[config.mk]
export PLATFORM = sky130hd
export DESIGN_NAME = tai_alert_logic
export DESIGN_NICKNAME = d
export VERILOG_FILES = /design/src/tai_pkg.sv /design/src/tai_alert_logic.sv
export VERILOG_INCLUDE_DIRS = /design/src /design/src/src
export SDC_FILE = /design/constraint.sdc
export NUM_CORES = 1
export LEC_CHECK = 0
export ABC_AREA = 0
export BUFFER_PORTS_ARGS = -buffer_cell sky130_fd_sc_hd__clkbuf_2
export CORE_MARGIN = 3
export CORE_UTILIZATION = 35
export CTS_CLUSTER_DIAMETER = 30
export CTS_CLUSTER_SIZE = 30
export DETAILED_ROUTE_END_ITERATION = 6
export PLACE_DENSITY = 0.64
export SYNTH_ARGS = -nofsm -noshare
export SYNTH_HDL_FRONTEND = slang
export SYNTH_SLANG_ARGS = --single-unit
[constraint.sdc]
create_clock -name hclk -period 3.45 [get_ports hclk]
set_clock_uncertainty 0.2 [all_clocks]
set_input_delay 0.8625 -clock hclk [delete_from_list [all_inputs] [get_ports hclk]]
set_output_delay 0.8625 -clock hclk [all_outputs]
set_load 0.01 [all_outputs]
[src/tai_defines.svh]
`ifndef TAI_DEFINES_SVH
`define TAI_DEFINES_SVH

// Register byte offsets
`define TAI_OFF_CTRL   8'h00
`define TAI_OFF_MASK   8'h04
`define TAI_OFF_MODE   8'h08
`define TAI_OFF_OVT1   8'h0C
`define TAI_OFF_OVT2   8'h10
`define TAI_OFF_LIM1   8'h14
`define TAI_OFF_LIM2   8'h18
`define TAI_OFF_SDEXT  8'h1C
`define TAI_OFF_STAT   8'h20
`define TAI_OFF_STATE  8'h24

// Field positions
`define TAI_CTRL_SD1     4
`define TAI_CTRL_SD2     5
`define TAI_MASK_SRC1    4
`define TAI_MASK_SRC2    5
`define TAI_MODE_OVT2_EN 3
`define TAI_MODE_SINGLE1 5
`define TAI_MODE_CMP2    6
`define TAI_OVT1_STOP    0
`define TAI_OVT1_MODE    4
`define TAI_OVT1_DIS     6
`define TAI_OVT2_STOP    0
`define TAI_OVT2_MODE    1
`define TAI_OVT2_FLT_LO  3
`define TAI_LIM_HIGH     0
`define TAI_LIM_HYST     8
`define TAI_LIM_SDHI     16
`define TAI_LIM_SDLO     24

// Writable bits
`define TAI_CTRL_WMASK  8'h70
`define TAI_MASK_WMASK  8'h30
`define TAI_MODE_WMASK  8'h68
`define TAI_OVT1_WMASK  8'h51
`define TAI_OVT2_WMASK  8'h1B
`define TAI_SDEXT_WMASK 8'h07

// Reset values
`define TAI_RST_CTRL  8'h00
`define TAI_RST_MASK  8'h00
`define TAI_RST_MODE  8'h00
`define TAI_RST_OVT1  8'h40
`define TAI_RST_OVT2  8'h00
`define TAI_RST_SDEXT 8'h00
`define TAI_RST_LIM   32'h3C5A4B50

// Hysteresis value that selects comparator mode on source one
`define TAI_HYST_CMP  8'h7F

`endif

[src/tai_pkg.sv]
package tai_pkg;

    typedef enum logic [1:0] {
        TAI_SHUTDOWN = 2'b00,
        TAI_COMPARE  = 2'b01,
        TAI_TWICE    = 2'b10,
        TAI_ONCE     = 2'b11
    } tai_mode_t;

endpackage

[src/tai_alert_logic.sv]
// How it works
// - CTRL bit 4 puts source one into shutdown interrupt mode.
// - Shutdown mode alerts above shutdown high and below shutdown low, once per excursion.
// - Shutdown rise alerts even while earlier status is still unread.
// - Source one comparator mode: shutdown off and hysteresis limit equals 7F.
// - Source one comparator keeps alerting each sample while above the limit.
// - Source one two-times mode: hysteresis limit other than 7F, single bit zero, shutdown off.
// - Two-times alerts on rise above limit and fall below hysteresis, no repeats.
// - Single-event bit set: source one alerts only on rise, rearms below hysteresis.
// - Reading status clears pending alerts; new events are dropped while pending.
// - Shutdown enables: CTRL bits 5 and 6, SDEXT bits for sources four to six; only CTRL bit 5 acts here, CTRL bit 6 and SDEXT are only stored.
// - Source two comparator select: alert from rise above limit until below hysteresis.
// - Source two comparator select clear gives two-times behaviour.
// - Mask bits block source one and two alerts in non-shutdown modes.
// - OVT1 bit 6 set disables the source one overheat output.
// - OVT1 bit 4 clear: overheat output follows limit with hysteresis.
// - OVT1 bit 4 set: overheat events on rise and on fall, no repeats.
// - In interrupt mode overheat output holds until status is read.
// - Stop bits freeze monitoring of source one and source two.
// - MODE bit 3 enables the source two overheat output.
// - OVT2 bit 1 picks comparator or interrupt for source two overheat.
// - OVT2 bits 4:3 set consecutive faults needed before source two overheat.
// - Each source has limit, hysteresis limit and shutdown limits in LIM registers.
//
// Register access over AHB-Lite and the register offsets were left to the implementer.
`include "tai_defines.svh"

module tai_alert_logic
    import tai_pkg::*;
#(
    parameter int FAULT_W = 2
) (
    // Clock and reset
    input wire logic hclk,
    input wire logic hresetn,
    // AHB-Lite slave
    input wire logic hsel,
    input wire logic [31:0] haddr,
    input wire logic [1:0] htrans,
    input wire logic hwrite,
    input wire logic [2:0] hsize,
    input wire logic [31:0] hwdata,
    input wire logic hready,
    output logic hreadyout,
    output logic hresp,
    output logic [31:0] hrdata,
    // Temperature samples from the measurement path
    input wire logic [7:0] source_one_temp,
    input wire logic source_one_sample,
    input wire logic [7:0] source_two_temp,
    input wire logic source_two_sample,
    // Alert pins
    output logic mgmt_alert_n,
    output logic overheat_out_n
);

    typedef struct packed {
        logic [7:0] ctrl;
        logic [7:0] mask;
        logic [7:0] mode;
        logic [7:0] ovt1;
        logic [7:0] ovt2;
        logic [7:0] sdext;
        logic [1:0][31:0] lim;
        logic [1:0] pend;
        logic [1:0] ovt_lat;
        logic [1:0] hot;
        logic [1:0] ovt_hot;
        logic [1:0][FAULT_W-1:0] fault;
        logic wr_pend;
        logic [7:0] wr_addr;
        logic [31:0] rdata;
        logic alert_n;
        logic ovt_n;
    } tai_state_t;

    tai_state_t r;
    tai_state_t n;

    tai_mode_t src_mode [2];
    logic [1:0] masked;
    logic [1:0] stopped;
    logic [1:0] ovt_en;
    logic [1:0] ovt_int;
    logic [1:0][FAULT_W-1:0] need;
    logic [1:0][7:0] temp;
    logic [1:0] sample;
    logic addr_ok;
    logic rd_phase;
    logic wr_phase;
    logic stat_read;

    assign hreadyout = 1'b1;
    assign hresp = 1'b0;
    assign hrdata = r.rdata;
    assign mgmt_alert_n = r.alert_n;
    assign overheat_out_n = r.ovt_n;

    assign temp[0] = source_one_temp;
    assign temp[1] = source_two_temp;
    assign sample[0] = source_one_sample;
    assign sample[1] = source_two_sample;

    assign addr_ok = (haddr[31:8] == 24'h000000);
    assign rd_phase = hsel && hready && htrans[1] && !hwrite;
    assign wr_phase = hsel && hready && htrans[1] && hwrite && addr_ok;
    // Reading status is what rearms the alert path
    assign stat_read = rd_phase && addr_ok && (haddr[7:0] == `TAI_OFF_STAT);

    // Mode decode per source
    always_comb begin
        if (r.ctrl[`TAI_CTRL_SD1]) begin
            src_mode[0] = TAI_SHUTDOWN;
        end else if (r.lim[0][`TAI_LIM_HYST +: 8] == `TAI_HYST_CMP) begin
            src_mode[0] = TAI_COMPARE;
        end else if (r.mode[`TAI_MODE_SINGLE1]) begin
            src_mode[0] = TAI_ONCE;
        end else begin
            src_mode[0] = TAI_TWICE;
        end
        if (r.ctrl[`TAI_CTRL_SD2]) begin
            src_mode[1] = TAI_SHUTDOWN;
        end else if (r.mode[`TAI_MODE_CMP2]) begin
            src_mode[1] = TAI_COMPARE;
        end else begin
            src_mode[1] = TAI_TWICE;
        end
        masked[0] = r.mask[`TAI_MASK_SRC1];
        masked[1] = r.mask[`TAI_MASK_SRC2];
        stopped[0] = r.ovt1[`TAI_OVT1_STOP];
        stopped[1] = r.ovt2[`TAI_OVT2_STOP];
        ovt_en[0] = !r.ovt1[`TAI_OVT1_DIS];
        ovt_en[1] = r.mode[`TAI_MODE_OVT2_EN];
        ovt_int[0] = r.ovt1[`TAI_OVT1_MODE];
        ovt_int[1] = r.ovt2[`TAI_OVT2_MODE];
        need[0] = '0;
        need[1] = r.ovt2[`TAI_OVT2_FLT_LO +: FAULT_W];
    end

    function automatic logic [31:0] read_word(input tai_state_t s, input logic [7:0] a);
        logic [31:0] w;
        w = 32'h00000000;
        case (a)
            `TAI_OFF_CTRL: w[7:0] = s.ctrl;
            `TAI_OFF_MASK: w[7:0] = s.mask;
            `TAI_OFF_MODE: w[7:0] = s.mode;
            `TAI_OFF_OVT1: w[7:0] = s.ovt1;
            `TAI_OFF_OVT2: w[7:0] = s.ovt2;
            `TAI_OFF_LIM1: w = s.lim[0];
            `TAI_OFF_LIM2: w = s.lim[1];
            `TAI_OFF_SDEXT: w[7:0] = s.sdext;
            `TAI_OFF_STAT: w[3:0] = {s.ovt_lat, s.pend};
            `TAI_OFF_STATE: w[3:0] = {s.ovt_hot, s.hot};
            default: w = 32'h00000000;
        endcase
        return w;
    endfunction

    always_comb begin
        logic [1:0] pend_set;
        logic [1:0] lat_set;
        logic above;
        logic below;
        logic ev;
        logic trip;
        logic [1:0] ovt_out;
        pend_set = 2'b00;
        lat_set = 2'b00;
        above = 1'b0;
        below = 1'b0;
        ev = 1'b0;
        trip = 1'b0;
        ovt_out = 2'b00;
        n = r;

        // Write lands in the data phase; unmapped writes are dropped
        if (r.wr_pend) begin
            case (r.wr_addr)
                `TAI_OFF_CTRL: n.ctrl = hwdata[7:0] & `TAI_CTRL_WMASK;
                `TAI_OFF_MASK: n.mask = hwdata[7:0] & `TAI_MASK_WMASK;
                `TAI_OFF_MODE: n.mode = hwdata[7:0] & `TAI_MODE_WMASK;
                `TAI_OFF_OVT1: n.ovt1 = hwdata[7:0] & `TAI_OVT1_WMASK;
                `TAI_OFF_OVT2: n.ovt2 = hwdata[7:0] & `TAI_OVT2_WMASK;
                `TAI_OFF_LIM1: n.lim[0] = hwdata;
                `TAI_OFF_LIM2: n.lim[1] = hwdata;
                `TAI_OFF_SDEXT: n.sdext = hwdata[7:0] & `TAI_SDEXT_WMASK;
                default: n.ctrl = n.ctrl;
            endcase
        end
        n.wr_pend = wr_phase;
        n.wr_addr = wr_phase ? haddr[7:0] : r.wr_addr;

        for (int i = 0; i < 2; i++) begin
            ev = 1'b0;
            trip = 1'b0;
            above = $signed(temp[i]) > $signed(r.lim[i][`TAI_LIM_HIGH +: 8]);
            below = $signed(temp[i]) < $signed(r.lim[i][`TAI_LIM_HYST +: 8]);
            if (sample[i] && !stopped[i]) begin
                unique case (src_mode[i])
                    TAI_SHUTDOWN: begin
                        if (!r.hot[i] && ($signed(temp[i]) >
                                $signed(r.lim[i][`TAI_LIM_SDHI +: 8]))) begin
                            n.hot[i] = 1'b1;
                            ev = 1'b1;
                        end else if (r.hot[i] && ($signed(temp[i]) <
                                $signed(r.lim[i][`TAI_LIM_SDLO +: 8]))) begin
                            n.hot[i] = 1'b0;
                            ev = 1'b1;
                        end
                    end
                    TAI_COMPARE: begin
                        if (i == 0) begin
                            n.hot[i] = above;
                        end else if (above) begin
                            n.hot[i] = 1'b1;
                        end else if (below) begin
                            n.hot[i] = 1'b0;
                        end
                        ev = n.hot[i];
                    end
                    TAI_TWICE: begin
                        if (!r.hot[i] && above) begin
                            n.hot[i] = 1'b1;
                            ev = 1'b1;
                        end else if (r.hot[i] && below) begin
                            n.hot[i] = 1'b0;
                            ev = 1'b1;
                        end
                    end
                    TAI_ONCE: begin
                        if (!r.hot[i] && above) begin
                            n.hot[i] = 1'b1;
                            ev = 1'b1;
                        end else if (r.hot[i] && below) begin
                            n.hot[i] = 1'b0;
                        end
                    end
                endcase
                // Shutdown rise bypasses the unread-status suppression
                if (ev && (src_mode[i] == TAI_SHUTDOWN)) begin
                    pend_set[i] = 1'b1;
                end else if (ev && !masked[i] && (!r.pend[i] || stat_read)) begin
                    pend_set[i] = 1'b1;
                end

                // Consecutive fault counter, saturating at the threshold
                if (!above) begin
                    n.fault[i] = '0;
                end else if (r.fault[i] == need[i]) begin
                    trip = 1'b1;
                end else begin
                    n.fault[i] = FAULT_W'(r.fault[i] + 1'b1);
                end
                if (!ovt_int[i]) begin
                    if (trip) begin
                        n.ovt_hot[i] = 1'b1;
                    end else if (below) begin
                        n.ovt_hot[i] = 1'b0;
                    end
                end else if (!r.ovt_hot[i] && trip) begin
                    n.ovt_hot[i] = 1'b1;
                    lat_set[i] = 1'b1;
                end else if (r.ovt_hot[i] && below) begin
                    n.ovt_hot[i] = 1'b0;
                    lat_set[i] = 1'b1;
                end
            end
        end

        n.pend = r.pend | pend_set;
        n.ovt_lat = r.ovt_lat | lat_set;
        // Read data reflects this cycle's write and events
        n.rdata = (rd_phase && addr_ok) ? read_word(n, haddr[7:0]) : r.rdata;
        // Set wins over the read-clear so no event is lost
        if (stat_read) begin
            n.pend = pend_set;
            n.ovt_lat = lat_set;
        end

        for (int i = 0; i < 2; i++) begin
            ovt_out[i] = ovt_en[i] && (ovt_int[i] ? n.ovt_lat[i] : n.ovt_hot[i]);
        end
        n.alert_n = !(|n.pend);
        n.ovt_n = !(|ovt_out);
    end

    always_ff @(posedge hclk or negedge hresetn) begin
        if (!hresetn) begin
            r.ctrl <= `TAI_RST_CTRL;
            r.mask <= `TAI_RST_MASK;
            r.mode <= `TAI_RST_MODE;
            r.ovt1 <= `TAI_RST_OVT1;
            r.ovt2 <= `TAI_RST_OVT2;
            r.sdext <= `TAI_RST_SDEXT;
            r.lim <= {`TAI_RST_LIM, `TAI_RST_LIM};
            r.pend <= 2'b00;
            r.ovt_lat <= 2'b00;
            r.hot <= 2'b00;
            r.ovt_hot <= 2'b00;
            r.fault <= '0;
            r.wr_pend <= 1'b0;
            r.wr_addr <= 8'h00;
            r.rdata <= 32'h00000000;
            r.alert_n <= 1'b1;
            r.ovt_n <= 1'b1;
        end else begin
            r <= n;
        end
    end

    logic quiet;
    assign quiet = !stat_read;
endmodule

Yosys cells after proc, flatten, opt, wreduce, memory -nomap -nowiden
Cells that the tools add are included.
{"block": "op_classes", "addsub": 2, "magnitude_cmp": 8, "eq_ne": 26, "n_mux": 84, "bitwise": 2, "n_reduce_logical": 57}
{"cell": "two-way mux 112 bit", "count": 1}
{"cell": "== test 8 x 5 -> 1 bit (second input constant)", "count": 8}
{"cell": "two-way mux 32 bit", "count": 2}
{"cell": "two-way mux 1 bit", "count": 59}
{"cell": "two-way mux 8 bit", "count": 6}
{"cell": "case mux 24 bit (2 select lines)", "count": 1}
{"cell": "case mux 4 bit (10 select lines)", "count": 1}
{"cell": "== test 8 x 4 -> 1 bit (second input constant)", "count": 4}
{"cell": "greater-than comparator 8 bit", "count": 4}
{"cell": "less-than comparator 8 bit", "count": 4}
{"cell": "case mux 4 bit (8 select lines)", "count": 1}
{"cell": "logical AND 1 bit", "count": 29}
{"cell": "logical NOT 24 bit", "count": 1}
{"cell": "== test 8 x 3 -> 1 bit (second input constant)", "count": 2}
{"cell": "== test 8 x 6 -> 1 bit (second input constant)", "count": 2}
{"cell": "logical NOT 8 bit", "count": 2}
{"cell": "two-way mux 2 bit", "count": 8}
{"cell": "logical NOT 1 bit", "count": 14}
{"cell": "== test 2 bit (second input constant)", "count": 4}
{"cell": "== test 8 x 7 -> 1 bit (second input constant)", "count": 1}
{"cell": "case mux 1 bit (4 select lines)", "count": 2}
{"cell": "OR reduction 2 bit", "count": 4}
{"cell": "logical NOT 2 bit", "count": 3}
{"cell": "case mux 1 bit (3 select lines)", "count": 2}
{"cell": "other kinds (8)", "count": 14}
{"block": "totals", "reg_bits": 167, "inputBits": 92, "out_inout_bits": 36, "word_cells": 198}

Depth between registers and ports, before layout
{"block": "logic_depth", "depth_word": 17, "ltp_mapped": 9, "ltp_nobuf": 9}

Least setup slack after synthesis
OpenSTA, ideal clock, no wires.
{"block": "synth_timing", "path_kind": "input -> register", "start": "input source_two_temp[7]", "end": "register r, in the netlist mgmt_alert_n", "setup_time_ns": 0.062, "arrival_time_ns": 2.596, "required_ns": 3.188, "setup_slack_ns": 0.592, "stages": 7, "path_buffers": 0, "path_cell_list": "ha_1 -> or3b_2 -> or2_2 -> a41oi_1 -> o31ai_1 -> a31o_2 -> and3b_1"}
{"item": "from (decl)", "line": "tai_alert_logic.sv:50", "text": "input wire logic [7:0] source_two_temp,"}
{"item": "to (signal assigned)", "line": "tai_alert_logic.sv:307", "text": "r <= n;"}
{"item": "to (decl)", "line": "tai_alert_logic.sv:77", "text": "tai_state_t r;"}

Worst setup path after layout
{"block": "layout_timing", "start": "input source_two_temp[1]", "end": "register r, in the netlist hrdata[1]"}
{"block": "layout_via", "elab_chain_len": 13, "word_cells_on_any_way": 31, "cone_classes": "4 x order compare; 19 x mux; 1 x bitwise; 7 x reduce/logical"}
{"item": "less-than comparator 8 bit, on equally long branches", "line": "tai_alert_logic.sv:197, tai_alert_logic.sv:205"}
{"item": "logical AND 1 bit, on equally long branches", "line": "tai_alert_logic.sv:225, tai_alert_logic.sv:234, tai_alert_logic.sv:205"}
{"item": "two-way mux 1 bit, on equally long branches", "line": "tai_alert_logic.sv:225, tai_alert_logic.sv:205"}
{"item": "two-way mux 1 bit, on equally long branches", "line": "tai_alert_logic.sv:222, tai_alert_logic.sv:201"}
{"item": "case mux 1 bit (4 select lines)", "line": "tai_alert_logic.sv:199", "text": "unique case (src_mode[i])"}
{"item": "two-way mux 1 bit", "line": "tai_alert_logic.sv:198", "text": "if (sample[i] && !stopped[i]) begin"}
{"item": "logical AND 1 bit (2 in a row)", "line": "tai_alert_logic.sv:242", "text": "end else if (ev && !masked[i] && (!r.pend[i] || stat_read)) begin"}
{"item": "two-way mux 1 bit", "line": "tai_alert_logic.sv:242"}
{"item": "two-way mux 1 bit", "line": "tai_alert_logic.sv:240", "text": "if (ev && (src_mode[i] == TAI_SHUTDOWN)) begin"}
{"item": "two-way mux 1 bit", "line": "tai_alert_logic.sv:198"}
{"item": "OR 2 bit", "line": "tai_alert_logic.sv:270", "text": "n.pend = r.pend | pend_set;"}
{"item": "case mux 4 bit (10 select lines) (*)", "line": "tai_alert_logic.sv:143", "text": "case (a)"}
Every way passes the cells marked *; elsewhere a longest branch is shown, timed or not. The select of a mux whose other input is x is not followed.
A chain may end at the register's enable or synchronous reset.

==> out/results.ini <==
[global_route]
grt-busiest-layer=met2
antenna_found_initial=0
grt_pass1_vias=7183
use_met2=0.294
use_met1=0.268
grt_max_degree=60
grt_use_total=0.188
grt_first_pass_wirelength_um=41700
grtUsageMet3=0.0369
grt-ovfl-total=0

[power_and_ir_drop]
peakVddDrop_v=0.000315
combPwrFrac=0.092
clockPowerShare=0.434
internal-power_uw=3260
p_leak_uw=0.00523
power_switching_uw=1130
power_density_nw_per_um2=409
switching_share=0.258
p_seq_frac=0.474

[floorplanning]
die-area_um2=28500
die_y_um=169
core_um2=25600
die_x_um=169
start_util=0.363
boundaryPins=128
rows=58

[clock_tree]
clkTransAtPathRegs_ps=70
cts_resized=0
clock_sinks=167
hold_buffers=0
htree_levels=4
cts_buffers=17
cts_setup_buffers=0
clk_latency_ps=430
cts-root-buf=clkbuf_16
cts_tree=built
clock_path_buffers=2

[final_layout]
utilization=0.419
nFillCells=2486
nets=1218
syn_to_final_growth_pct=15.6
drive_gt1_frac=0.253
diodes=0

[timing]
hold_viol_final=0
slew_violations=0
fin_crit_sh=0.885
finalCriticalPeriod_ps=3050
finalSetupViolations=0
slew_headroom=0.464
tightest_slew_ps=796
tns_ps=0
rsz0062_at_grt=false
fmax_mhz=328

[yosys]
synth_nets=1120
yosysWarnings=0
synth_top_area_cell=dfrtp_1
synth_cells=967
avgSynthCellArea_um2=9.60
synthDominantCellAreaShare=0.366
synth_seq_area_share=0.454
synth.most_common_cell=dfrtp_1
ys.flop_type=dfrtp_1
synth-edff-count=0
ys_ff_latch=167
synthTopCellsByCount=136 x dfrtp_1, 120 x nand2_1, 72 x inv_1, 65 x o21ai_0, 61 x ha_1
synth.distinct_cells=73
synthTopCellsByArea=dfrtp_1 37%, dfstp_2 8.8%, ha_1 8.2%
async_reset_ff_frac=1.00
syn-cell-area_um2=9290

[route]
via_per_inst=5.33
routed_wl_um=26700
drtPass1Iterations=5
drtIter0Drc=596
drc=0
num_vias=7502
wl_per_cell_um=19.0
route.antenna.remaining_nets=0

[place]
gp_congestion=0.859
dp_hpwl_um=20400
io_buffers=121

[job]
maxCapViolCount=0

[worst_setup_path]
cp-start-kind=input port
end_kind=flop
regToRegSetupSlack_ps=460
cp.arrival_ps=3140
worstSetupPathType=in -> reg
crit_fanout=3
cp.required_ps=3540

[status]
status=finished, final reports clean

[min_path]
worstHoldPathType=in -> async

## worst max-delay path, cell delays in order
cell	delay [ps]
clkbuf_2	160
ha_1	310
a2111o_1	390
a31oi_1	360
nor2_1	130
and3_1	210
o311ai_0	520
a31oi_1	200
## final timing paths
| path | endpoint | depth (start not counted) | from |
|---|---|---|---|
| max in group asynchronous | r[109]$_DFF_PN1_ | 2 | hresetn |
| min reg2reg | r[143]$_DFF_PN0_ | 1 | r[143]$_DFF_PN0_ |
| min in group hclk | r[143]$_DFF_PN0_ | 1 | r[143]$_DFF_PN0_ |
| max | hrdata[1]$_DFFE_PN0P_ | 8 | source_two_temp[1] |
| max reg2reg | hrdata[1]$_DFFE_PN0P_ | 8 | r[96]$_DFF_PN1_ |
| min | r[166]$_DFF_PN0_ | 1 | hresetn |
## registers in the layout (all words and copies together) (netlist names)
signal,flops
hrdata,32
masked,2
mgmt_alert_n,1
need,2
overheat_out_n,1
ovt_en,1
ovt_int,2
r,126
## routing by layer
layer / wire length (um) / vias to the layer above
li1: - / 3605
met1: 12500 / 3651
met2: 12400 / 213
met3: 1390 / 33
met4: 513 / 0
met5: 0 / -
## power by group through the flow
stage | clock, uW | sequential, uW | combinational (uW)
finish | 1900 | 2080 | 404
global route | 2010 | 2080 | 449
CTS | 1930 | 2080 | 406
detailed placement | 0 | 2110 | 404
global placement | 0 | 2110 | 392
floorplan | 0 | 2090 | 206
## per-stage QoR
stage	hold slack, ps	power, uW	setup slack, ps	instances	instance area, um2
after global placement	260	2500	95.8	1376	10200
after detailed placement	264	2510	59.2	1376	10200
after global routing	202	4540	370	1408	10700
after CTS	189	4410	519	1408	10700
final	177	4390	398	1408	10700
after floorplan	244	2290	592	967	9290
## cell type report
type	count	area [um2]	share of cell area
inverter	72	270	0.0252
sequential	167	4220	0.393
multi-input combinational	656	4390	0.409
timing repair buffer	151	862	0.0803
tap	330	413	0.0385
clock inverter	9	91.3	0.00851
clock buffer	23	488	0.0454
## kinds of logic (layout without fill, tap and decap cells)
family | count (synthesis) | count (layout) | synth area share
muxes | 41 | 41 | 0.0496
buffers and inverters | 144 | 255 | 0.0745
other | 2 | 2 | 0.000809
xor gates and xnor gates | 2 | 2 | 0.00189
adders and majority gates | 61 | 61 | 0.0822
and+or+nand+nor | 357 | 357 | 0.201
DFF | 167 | 167 | 0.454
AOI/OAI and AO/OA | 193 | 193 | 0.136
## cells in the final DEF, fill, tap and decap left out, types with 7 or more instances in the layout
cell type,count
clkbuf_2,120
buf_4,28
nor4_1,7
o21ai_0,65
ha_1,61
clkbuf_16,17
a21oi_1,16
a31oi_1,32
nor2_1,49
dfstp_2,31
nand3_1,46
and2_1,31
dfrtp_1,136
nor2b_1,16
nand2_1,120
nand4_1,18
nand2b_1,11
mux2_2,40
and3_1,11
a211oi_1,7
o211ai_1,9
inv_1,72
No activity file was read; power rests on OpenSTA's default activity.
